`src/rdnp_pkg.sv`:
```
// Shared constants and types for the region decoder with nested protection.
package rdnp_pkg;

  // ==========================================================================
  // Sizes
  // ==========================================================================
  localparam int NUM_LINES     = 6;   // Boot line plus region lines 1 to 5.
  localparam int NUM_DEC       = 7;   // Line decoders plus boot nested one.
  localparam int DEC_BOOT_NEST = 6;   // Index of the dedicated boot decoder.
  localparam int LINE_BOOT     = 0;
  localparam int ADDR_W        = 32;
  localparam int ORIGIN_W      = 20;
  localparam int ORIGIN_LSB    = 12;  // Lowest address line an origin holds.
  localparam int REG_ADDR_W    = 8;
  localparam int DROP_W        = 5;

  // ==========================================================================
  // Register map: bank in address bits 7:5, decoder index in bits 4:2
  // ==========================================================================
  localparam int BANK_MSB = 7;
  localparam int BANK_LSB = 5;
  localparam int IDX_MSB  = 4;
  localparam int IDX_LSB  = 2;
  localparam logic [2:0] ORIGIN_BANK = 3'h0;  // Origins at 0x00..0x18.
  localparam logic [2:0] OPTION_BANK = 3'h1;  // Options at 0x20..0x38.
  localparam logic [2:0] STATUS_BANK = 3'h2;  // Decode status at 0x40.

  // ==========================================================================
  // Option register layout, most significant field first
  // ==========================================================================
  typedef struct packed {
    logic [3:0] extent;     // region_extent_field
    logic       nested;     // nested_block_flag
    logic       privileged_only_flag;       // privileged_only_flag
    logic       dsp;        // Data only, no instruction fetch.
    logic       wp;         // Read only.
    logic       ci;         // Cache inhibit.
    logic [3:0] rsvd0;
    logic       handshake_return_flag;      // handshake_return_flag
    logic [2:0] transfer_latency_field;      // transfer_latency_field
    logic [1:0] ps;         // port_width_field
    logic [1:0] pin_function_field;       // pin_function_field
    logic [1:0] byte_sel;
    logic [2:0] region;
    logic [1:0] rsvd1;
    logic [3:0] interface_kind_field;      // interface_kind_field
  } rdnp_opt_s;

  localparam logic [3:0] EXTENT_OFF = 4'h0;
  localparam logic [1:0] PIN_FUNCTION_FIELD_UNIT_ENABLE = 2'h0;

  // Reserved bits are held at zero and read as zero.
  localparam rdnp_opt_s OPT_WMASK = '{rsvd0: '0, rsvd1: '0, default: '1};
  localparam rdnp_opt_s OPT_RESET = '{default: '0};
  // Boot region comes up live so the first fetches find their device.
  localparam rdnp_opt_s BOOT_OPT_RESET =
    '{extent: 4'hf, handshake_return_flag: 1'b1, ps: 2'h2, default: '0};

  // Boot origin picked by the exception prefix bit at reset.
  localparam logic [ORIGIN_W-1:0] BOOT_ORIGIN_PREFIX_0 = 20'h00000;
  localparam logic [ORIGIN_W-1:0] BOOT_ORIGIN_PREFIX_1 = 20'hfff00;
  localparam logic [ORIGIN_W-1:0] ORIGIN_RESET         = 20'h00000;

  // ==========================================================================
  // Access request and answer carriers
  // ==========================================================================
  typedef struct packed {
    logic              valid;     // One-cycle access strobe.
    logic [ADDR_W-1:0] addr;
    logic              priv;      // privilege_level_signal: 1 privileged.
    logic              fetch;     // fetch_or_load_signal: 1 instruction.
    logic              write_n;   // Low for a store.
    logic              internal;  // An on-chip module claims the address.
  } rdnp_acc_s;

  typedef struct packed {
    logic       ci;
    logic       handshake_return_flag;
    logic [2:0] transfer_latency_field;
    logic [1:0] ps;
    logic [3:0] interface_kind_field;
  } rdnp_attr_s;

  typedef struct packed {
    logic       hit;
    logic       error;
    logic       nested;
    logic [2:0] line;
  } rdnp_stat_s;

endpackage : rdnp_pkg

```
`src/rdnp_decoder.sv`:
```
// Region decoder with nested protection blocks and its register file.
//
// Summary of operation
// RL1 - Each unit-enable line defines its own region.
// RL2 - Origin holds top twenty address bits.
// RL3 - Extent code sets how many lines compared.
// RL4 - Extent zero never asserts the line.
// RL5 - Software aligns origin to block size.
// RL6 - On-chip hit wins, no external cycle.
// RL7 - Boot origin reset follows exception prefix bit.
// RL8 - Fixed pairs: boot/1, 2/3, 4/5.
// RL9 - Nested block protection replaces main block's.
// RL10 - Main block line asserts for nested hits.
// RL11 - Nested flag on 1,3,5 makes nested block.
// RL12 - Software matches nested handshake settings to main.
// RL13 - Mismatched handshake settings are ORed together.
// RL14 - Nested decoder line never acts as enable.
// RL15 - Nested line strobes may serve any region.
// RL16 - Nested flag ignored on boot, 2, 4.
// RL17 - Paired boot nested decoder beats dedicated one.
// RL18 - Dedicated boot nested block governs otherwise.
// RL19 - Dedicated decoder: own origin, flag clears at reset.
// RL20 - Software makes nested blocks smaller than main.
// RL21 - Violation raises error, withholds unit enable.
// RL22 - Privilege, fetch and store violations detected.
// RL23 - Matches evaluated combinationally from address, registers.
`timescale 1ns/1ps
`default_nettype none
module rdnp_decoder
  import rdnp_pkg::*;
(
  input  wire logic                  ref_clk_i,
  input  wire logic                  rst_n_i,
  input  wire logic [REG_ADDR_W-1:0] reg_addr_i,
  input  wire logic [ADDR_W-1:0]     reg_wdata_i,
  input  wire logic                  reg_wr_i,
  input  wire logic                  reg_rd_i,
  output logic      [ADDR_W-1:0]     reg_rdata_o,
  input  wire logic                  exception_prefix_bit_i,
  input  wire rdnp_acc_s             acc_i,
  output logic      [NUM_LINES-1:0]  region_select_n_o,
  output logic                       transfer_error_signal_o,
  output rdnp_attr_s                 attr_o
);

  // ==========================================================================
  // Register file state
  // ==========================================================================
  logic [ORIGIN_W-1:0] origin_reg  [NUM_DEC];
  logic [ORIGIN_W-1:0] origin_next [NUM_DEC];
  rdnp_opt_s           option_reg  [NUM_DEC];
  rdnp_opt_s           option_next [NUM_DEC];
  logic [ADDR_W-1:0]   rdata_reg;
  logic [ADDR_W-1:0]   rdata_next;
  rdnp_stat_s          stat_reg;
  rdnp_stat_s          stat_next;

  logic [2:0] bank;
  logic [2:0] idx;

  assign bank = reg_addr_i[BANK_MSB:BANK_LSB];
  assign idx  = reg_addr_i[IDX_MSB:IDX_LSB];

  // ==========================================================================
  // Register writes and reads
  // ==========================================================================
  // Index seven of either bank is unmapped: writes drop, reads give zero.
  always_comb
  begin
    for (int i = 0; i < NUM_DEC; i++)
    begin
      origin_next[i] = origin_reg[i];
      option_next[i] = option_reg[i];
      if (reg_wr_i && (idx == 3'(i)) && (bank == ORIGIN_BANK))
      begin
        origin_next[i] = reg_wdata_i[ADDR_W-1:ORIGIN_LSB];  // see RL2 RL19
      end
      if (reg_wr_i && (idx == 3'(i)) && (bank == OPTION_BANK))
      begin
        option_next[i] = rdnp_opt_s'(reg_wdata_i & OPT_WMASK);
      end
    end
    rdata_next = '0;
    if (reg_rd_i)
    begin
      if (bank == STATUS_BANK && idx == '0)
      begin
        rdata_next = ADDR_W'(stat_reg);
      end
      for (int i = 0; i < NUM_DEC; i++)
      begin
        if (idx == 3'(i) && bank == ORIGIN_BANK)
        begin
          rdata_next = {origin_reg[i], {ORIGIN_LSB{1'b0}}};
        end
        if (idx == 3'(i) && bank == OPTION_BANK)
        begin
          rdata_next = option_reg[i];
        end
      end
    end
  end

  // The boot origin is caught from the prefix bit while reset is held.
  always_ff @(posedge ref_clk_i)
  begin
    if (!rst_n_i)
    begin
      for (int i = 0; i < NUM_DEC; i++)
      begin
        origin_reg[i] <= ORIGIN_RESET;
        option_reg[i] <= OPT_RESET;  // see RL19
      end
      origin_reg[LINE_BOOT] <= exception_prefix_bit_i ?
                               BOOT_ORIGIN_PREFIX_1 :
                               BOOT_ORIGIN_PREFIX_0;  // see RL7
      option_reg[LINE_BOOT] <= BOOT_OPT_RESET;
      rdata_reg             <= '0;
    end
    else
    begin
      origin_reg <= origin_next;
      option_reg <= option_next;
      rdata_reg  <= rdata_next;
    end
  end

  assign reg_rdata_o = rdata_reg;

  // ==========================================================================
  // Address comparators, one per decoder
  // ==========================================================================
  logic [NUM_DEC-1:0] hit;

  // Compare is combinational on the live address and registers.
  for (genvar g = 0; g < NUM_DEC; g++)
  begin : g_match
    rdnp_region_match u_match
    (
      .origin_i  (origin_reg[g]),
      .extent_i  (option_reg[g].extent),
      .addr_hi_i (acc_i.addr[ADDR_W-1:ORIGIN_LSB]),
      .hit_o     (hit[g])
    );  // see RL3 RL4 RL23
  end

  // ==========================================================================
  // Role of each line decoder
  // ==========================================================================
  logic [NUM_LINES-1:0] nested_on;
  logic [NUM_LINES-1:0] line_hit;
  logic                 boot_nest_on;

  // Only odd lines can be nested; the flag on even lines is ignored.
  // A nested line keeps its strobe role for any region but is never an
  // enable, so its pin function field plays no part in decoding here.
  always_comb
  begin
    for (int i = 0; i < NUM_LINES; i++)
    begin
      nested_on[i] = (i % 2 == 1) && option_reg[i].nested;  // see RL11 RL16
      line_hit[i]  = hit[i] && !nested_on[i] &&
                     (option_reg[i].pin_function_field == PIN_FUNCTION_FIELD_UNIT_ENABLE);  // see RL1 RL14 RL15
    end
    boot_nest_on = option_reg[DEC_BOOT_NEST].nested;
  end

  // ==========================================================================
  // Selection and effective settings
  // ==========================================================================
  logic       any_hit;
  logic [2:0] sel;
  logic       use_sub;
  rdnp_opt_s  base_opt;
  rdnp_opt_s  sub_opt;
  rdnp_opt_s  eff_opt;
  logic       violation;

  // Overlapping main regions are a software fault; the lowest line wins.
  always_comb
  begin
    any_hit = 1'b0;
    sel     = '0;
    for (int i = NUM_LINES - 1; i >= 0; i--)
    begin
      if (line_hit[i])
      begin
        any_hit = 1'b1;
        sel     = 3'(i);
      end
    end
    base_opt = option_reg[sel];
    sub_opt  = base_opt;
    use_sub  = 1'b0;
    if (!sel[0] && nested_on[3'(sel + 3'h1)] && hit[3'(sel + 3'h1)])
    begin
      use_sub = 1'b1;  // see RL8 RL9 RL17
      sub_opt = option_reg[3'(sel + 3'h1)];
    end
    else if (sel == 3'(LINE_BOOT) && boot_nest_on && hit[DEC_BOOT_NEST])
    begin
      use_sub = 1'b1;  // see RL18
      sub_opt = option_reg[DEC_BOOT_NEST];
    end
    eff_opt = use_sub ? sub_opt : base_opt;  // see RL9
    // Handshake and width settings merge so a mismatch stays safe.
    eff_opt.interface_kind_field = base_opt.interface_kind_field | (use_sub ? sub_opt.interface_kind_field : '0);
    eff_opt.handshake_return_flag = base_opt.handshake_return_flag | (use_sub && sub_opt.handshake_return_flag);
    eff_opt.transfer_latency_field = base_opt.transfer_latency_field | (use_sub ? sub_opt.transfer_latency_field : '0);
    eff_opt.ps    = base_opt.ps | (use_sub ? sub_opt.ps : '0);  // see RL13
  end

  rdnp_prot_check u_prot
  (
    .opt_i       (eff_opt),
    .acc_i       (acc_i),
    .violation_o (violation)
  );  // see RL22

  // ==========================================================================
  // Access answer
  // ==========================================================================
  logic [NUM_LINES-1:0] sel_n_reg;
  logic [NUM_LINES-1:0] sel_n_next;
  logic                 err_reg;
  logic                 err_next;
  rdnp_attr_s           attr_reg;
  rdnp_attr_s           attr_next;
  logic                 ext_access;

  // The decision is registered, so it shows one cycle after the strobe.
  // This keeps every output glitch free at the cost of one cycle.
  always_comb
  begin
    ext_access = acc_i.valid && !acc_i.internal && any_hit;  // see RL6
    sel_n_next = '1;
    err_next   = 1'b0;
    attr_next  = '0;
    stat_next  = stat_reg;
    if (ext_access)
    begin
      err_next = violation;  // see RL21
      if (!violation)
      begin
        sel_n_next[sel] = 1'b0;  // see RL10 RL21
      end
      attr_next.ci    = eff_opt.ci;
      attr_next.handshake_return_flag = eff_opt.handshake_return_flag;
      attr_next.transfer_latency_field = eff_opt.transfer_latency_field;
      attr_next.ps    = eff_opt.ps;
      attr_next.interface_kind_field = eff_opt.interface_kind_field;
      stat_next.hit    = 1'b1;
      stat_next.error  = violation;
      stat_next.nested = use_sub;
      stat_next.line   = sel;
    end
    else if (acc_i.valid)
    begin
      stat_next = '0;
    end
  end

  always_ff @(posedge ref_clk_i)
  begin
    if (!rst_n_i)
    begin
      sel_n_reg <= '1;
      err_reg   <= 1'b0;
      attr_reg  <= '0;
      stat_reg  <= '0;
    end
    else
    begin
      sel_n_reg <= sel_n_next;
      err_reg   <= err_next;
      attr_reg  <= attr_next;
      stat_reg  <= stat_next;
    end
  end

  assign region_select_n_o       = sel_n_reg;
  assign transfer_error_signal_o = err_reg;
  assign attr_o                  = attr_reg;

endmodule : rdnp_decoder
`default_nettype wire

```
`src/rdnp_region_match.sv`:
```
// Origin and extent comparator for one decoder.
`timescale 1ns/1ps
`default_nettype none
module rdnp_region_match
  import rdnp_pkg::*;
(
  input  wire logic [ORIGIN_W-1:0] origin_i,
  input  wire logic [3:0]          extent_i,
  input  wire logic [ORIGIN_W-1:0] addr_hi_i,
  output logic                     hit_o
);

  // ==========================================================================
  // Compare
  // ==========================================================================
  logic [DROP_W-1:0]   drop;
  logic [ORIGIN_W-1:0] mask;

  // Each extent step past the smallest drops one low line from the compare.
  always_comb
  begin
    drop  = {1'b0, extent_i} - 5'h01;
    mask  = {ORIGIN_W{1'b1}} << drop;
    hit_o = (extent_i != EXTENT_OFF) &&
            (((addr_hi_i ^ origin_i) & mask) == '0);
  end

endmodule : rdnp_region_match
`default_nettype wire

```
`src/rdnp_prot_check.sv`:
```
// Access protection check against one set of option settings.
`timescale 1ns/1ps
`default_nettype none
module rdnp_prot_check
  import rdnp_pkg::*;
(
  input  wire rdnp_opt_s opt_i,
  input  wire rdnp_acc_s acc_i,
  output logic           violation_o
);

  // ==========================================================================
  // Violation terms
  // ==========================================================================
  // Privilege is checked on data accesses only; fetches are exempt.
  always_comb
  begin
    violation_o = (opt_i.privileged_only_flag && !acc_i.priv && !acc_i.fetch) ||
                  (opt_i.dsp && acc_i.fetch) ||
                  (opt_i.wp && !acc_i.write_n);
  end

endmodule : rdnp_prot_check
`default_nettype wire

```
`config.mk`:
```
export PLATFORM = sky130hd
export DESIGN_NAME = rdnp_decoder
export DESIGN_NICKNAME = d
export VERILOG_FILES = /design/src/rdnp_pkg.sv /design/src/rdnp_decoder.sv /design/src/rdnp_region_match.sv /design/src/rdnp_prot_check.sv
export SDC_FILE = /design/constraint.sdc
export NUM_CORES = 1
export LEC_CHECK = 0
export ABC_AREA = 1
export BUFFER_PORTS_ARGS = -buffer_cell sky130_fd_sc_hd__buf_2
export CORE_AREA = 4 4 259 235
export DETAILED_ROUTE_END_ITERATION = 16
export DIE_AREA = 0 0 263 239
export PLACE_DENSITY = 0.63
export REMOVE_ABC_BUFFERS = 1
export SYNTH_ARGS = -nofsm -noshare
export SYNTH_HDL_FRONTEND = slang
export SYNTH_SLANG_ARGS = --single-unit
```
`constraint.sdc`:
```
create_clock -name ref_clk_i -period 4.9 [get_ports ref_clk_i]
set_input_delay 0.49 -clock ref_clk_i [delete_from_list [all_inputs] [get_ports ref_clk_i]]
set_output_delay 0.49 -clock ref_clk_i [all_outputs]
set_load 0.02 [all_outputs]
```
==> impl_results.md <==
* Hold Slack at 194 ps
* Syn-to-layout area delta at 12.3%
* Count of final max-slew check failures at 0
* Critical path endpoint category: register
* DIE HEIGHT at 239 µm
* Initial core utilization at 34.7%
* Post-synthesis sequential area ratio at 38.4%
* Final Setup Violations at 0
* Pin count of the biggest net entering global routing at 117
* Period Utilization, post-route at 93.6%
* Post-synth ARST share at 0%
* Initial antenna violation count at 7
* Final Util at 38.9%
* Status: finished clean
* WL/cell at 20.9 µm
* Sw Share at 26.5%
* H-tree levels at 2
* Mapped Area at 0.0202 mm²
* Post-synth EDFFs at 20
* Static leakage at 9.42 nW
* Fillers at 6146
* CP Max Fanout at 11
* Chip Width at 263 µm
* Worst slew pin tran at 1160 ps
* Clock Tree Root: clkbuf_16
* Clk slew on worst S/H paths at 70 ps
* Comb pwr share at 9.5%
* Synth warn at 0
* Synth unique cells at 56
* Most frequent cells in the layout: 467 x nand2_1, 451 x nor2_1, 415 x o21ai_0, 358 x dfxtp_1, 257 x inv_1
* Worst-skew pair later-pin latency at 580 ps
* Drt initial violations at 2568
* Leading cell type in the layout, fill and taps excluded: nand2_1
* Setup WS post-layout at 313 ps
* Critical Path Slowest Stage Cell: a21oi_1
* Vias per cell at 5.36
* Core Rows at 84
* Final Net Count at 3056
* CP required at 5370 ps
* Synth area leaders: dfxtp_1 35%, o21ai_0 10%, nand2_1 8.7%
* FF/Latch Area at 0.00777 mm²
* Multi-input gate area at 0.0106 mm²
* Max-cap violation count at 0
* Total grt overflow at 0
* DR vias at 20057
* Clock Skew at 17.7 ps
* HPWL Detailed at 55900 µm
* Ports at 132
* Tmin final at 4590 ps
* Setup TNS at 0 ps
* Startpoint types: register
* Clock sink total at 378
* Die area at 0.0629 mm²
* Mean Syn Cell Area at 6.94 µm²
* RSZ-0062 raised after global routing: no
* Share of cells above drive strength 1 at 9.81%
* Synth top area share at 35.5%
* Crit path arrival time at 5060 ps
* Power share of the clock group at 45.2%
* Crit-path max cell delay at 430 ps
* Largest register FFs at 178
* Synth Instances at 2911
* Pre-CTS WS at 241 ps
* Core area at 0.0582 mm²
* Seq cells post-synth at 378
* CTS tree: done
* GPL Wtd Cong at 0.969
* Post-route ant nets at 0
* DR pass1 iterations at 5
* Max_slew headroom at 22.7%
* Global Route Usage Sum at 23.9%
* CP Class: reg2reg
* Post-synth top flop: dfxtp_1
* DRC Markers at 0
* CTS Buf Count at 42
* Clock Path Buffers at 3
* Final Hold Fails at 0
* Max Fclk at 218 MHz
* Wire length of the first global-routing pass at 116000 µm
* Number of global-route vias before repair at 18495
* PortBufs at 115
* Setup slack, reg-to-reg at 310 ps
* Net switching power at 1.85 mW
* Maximum vdd drop at 0.000215 V
* Cell Pwr Density at 308 mW/mm²
* Worst hold path class: in2reg
* Routed WL at 78100 µm
* Synth area leader: dfxtp_1
* Cell Int Power at 5.14 mW
* Flop pwr share at 45.3%
## through the flow
stage	total power, mW	std cells	instance area, µm²
final	6.99	3743	22700
after global routing	7.18	3742	22700
after floorplan	3.55	2731	19400
after global placement	3.87	3667	21300
after detailed placement	3.87	3667	21300
after CTS	6.99	3738	22600
## cells in the mapped netlist (all sizes together) (13+ instances only)
cell and number:
o21ai 440, o211ai 26, a221oi 30, nor2 459
a21oi 229, nor3 16, nand3 116, nand4 22
ha 35, edfxtp 20, xnor2 33, clkbuf 140
xor2 72, buf 40, inv 268, o2111ai 19
or2 13, o22ai 30, nand2 488, dfxtp 358
## metal layers
metal  vias to the layer above  wire, µm  GRT usage (%)
met3                       131      7610           4.50
li1                       9692         -              -
met1                      9274     35200           34.7
met4                         6      1910           6.61
met2                       954     33300           36.5
met5                         -        34              0
## what timing repair did
action | in CTS | in global routing
hold buffers | 0 | 0
setup buffers | 0 | 2
resized for setup | 0 | 6
setup endpoints to repair | 0 | 13
## power by group through the flow
stage	Combinational, mW	Sequential (mW)	Clock (mW)
finish	0.665	3.17	3.16
global route	0.721	3.17	3.30
CTS	0.641	3.17	3.19
detailed placement	0.638	3.23	0
global placement	0.637	3.23	0
floorplan	0.324	3.23	0
## kinds of logic after synthesis
group           Yosys count  share of synthesized area, %
compound gates          818                          22.4
xor+xnor                105                          4.59
fa+ha+maj                35                          2.17
buf+inv                 452                          9.07
flops                   378                          38.4
simple gates           1123                          23.3
## path summary, 6_finish.rpt
kind | from | to | cells past startpoint
max | option_reg[189]$_SDFFE_PN0P_ | attr_o[7]$_SDFF_PN0_ | 25
min | acc_i[36] | stat_reg[4]$_SDFFE_PN0P_ | 4
max reg2reg | option_reg[189]$_SDFFE_PN0P_ | attr_o[7]$_SDFF_PN0_ | 25
min reg2reg | stat_reg[5]$_SDFFE_PN0P_ | reg_rdata_o[5]$_SDFF_PP0_ | 2
## worst max-delay path: cells and delay by family (launching register included)
family	cells	cell delay, ps
AOI/OAI and AO/OA	5	1100
adders and majority gates	3	720
buffers and inverters	8	1070
DFF	1	310
and+or+nand+nor	9	1270
## final cells by class
class	instances	share of cell area, %
multi-input combinational	2081	46.9
sequential	378	34.3
clock buffer	59	5.33
inverter	272	4.51
tap	774	4.27
timing repair buffer	164	4.20
clock inverter	12	0.497
antenna	3	0.0331
(Power assumes the default switching activity.)
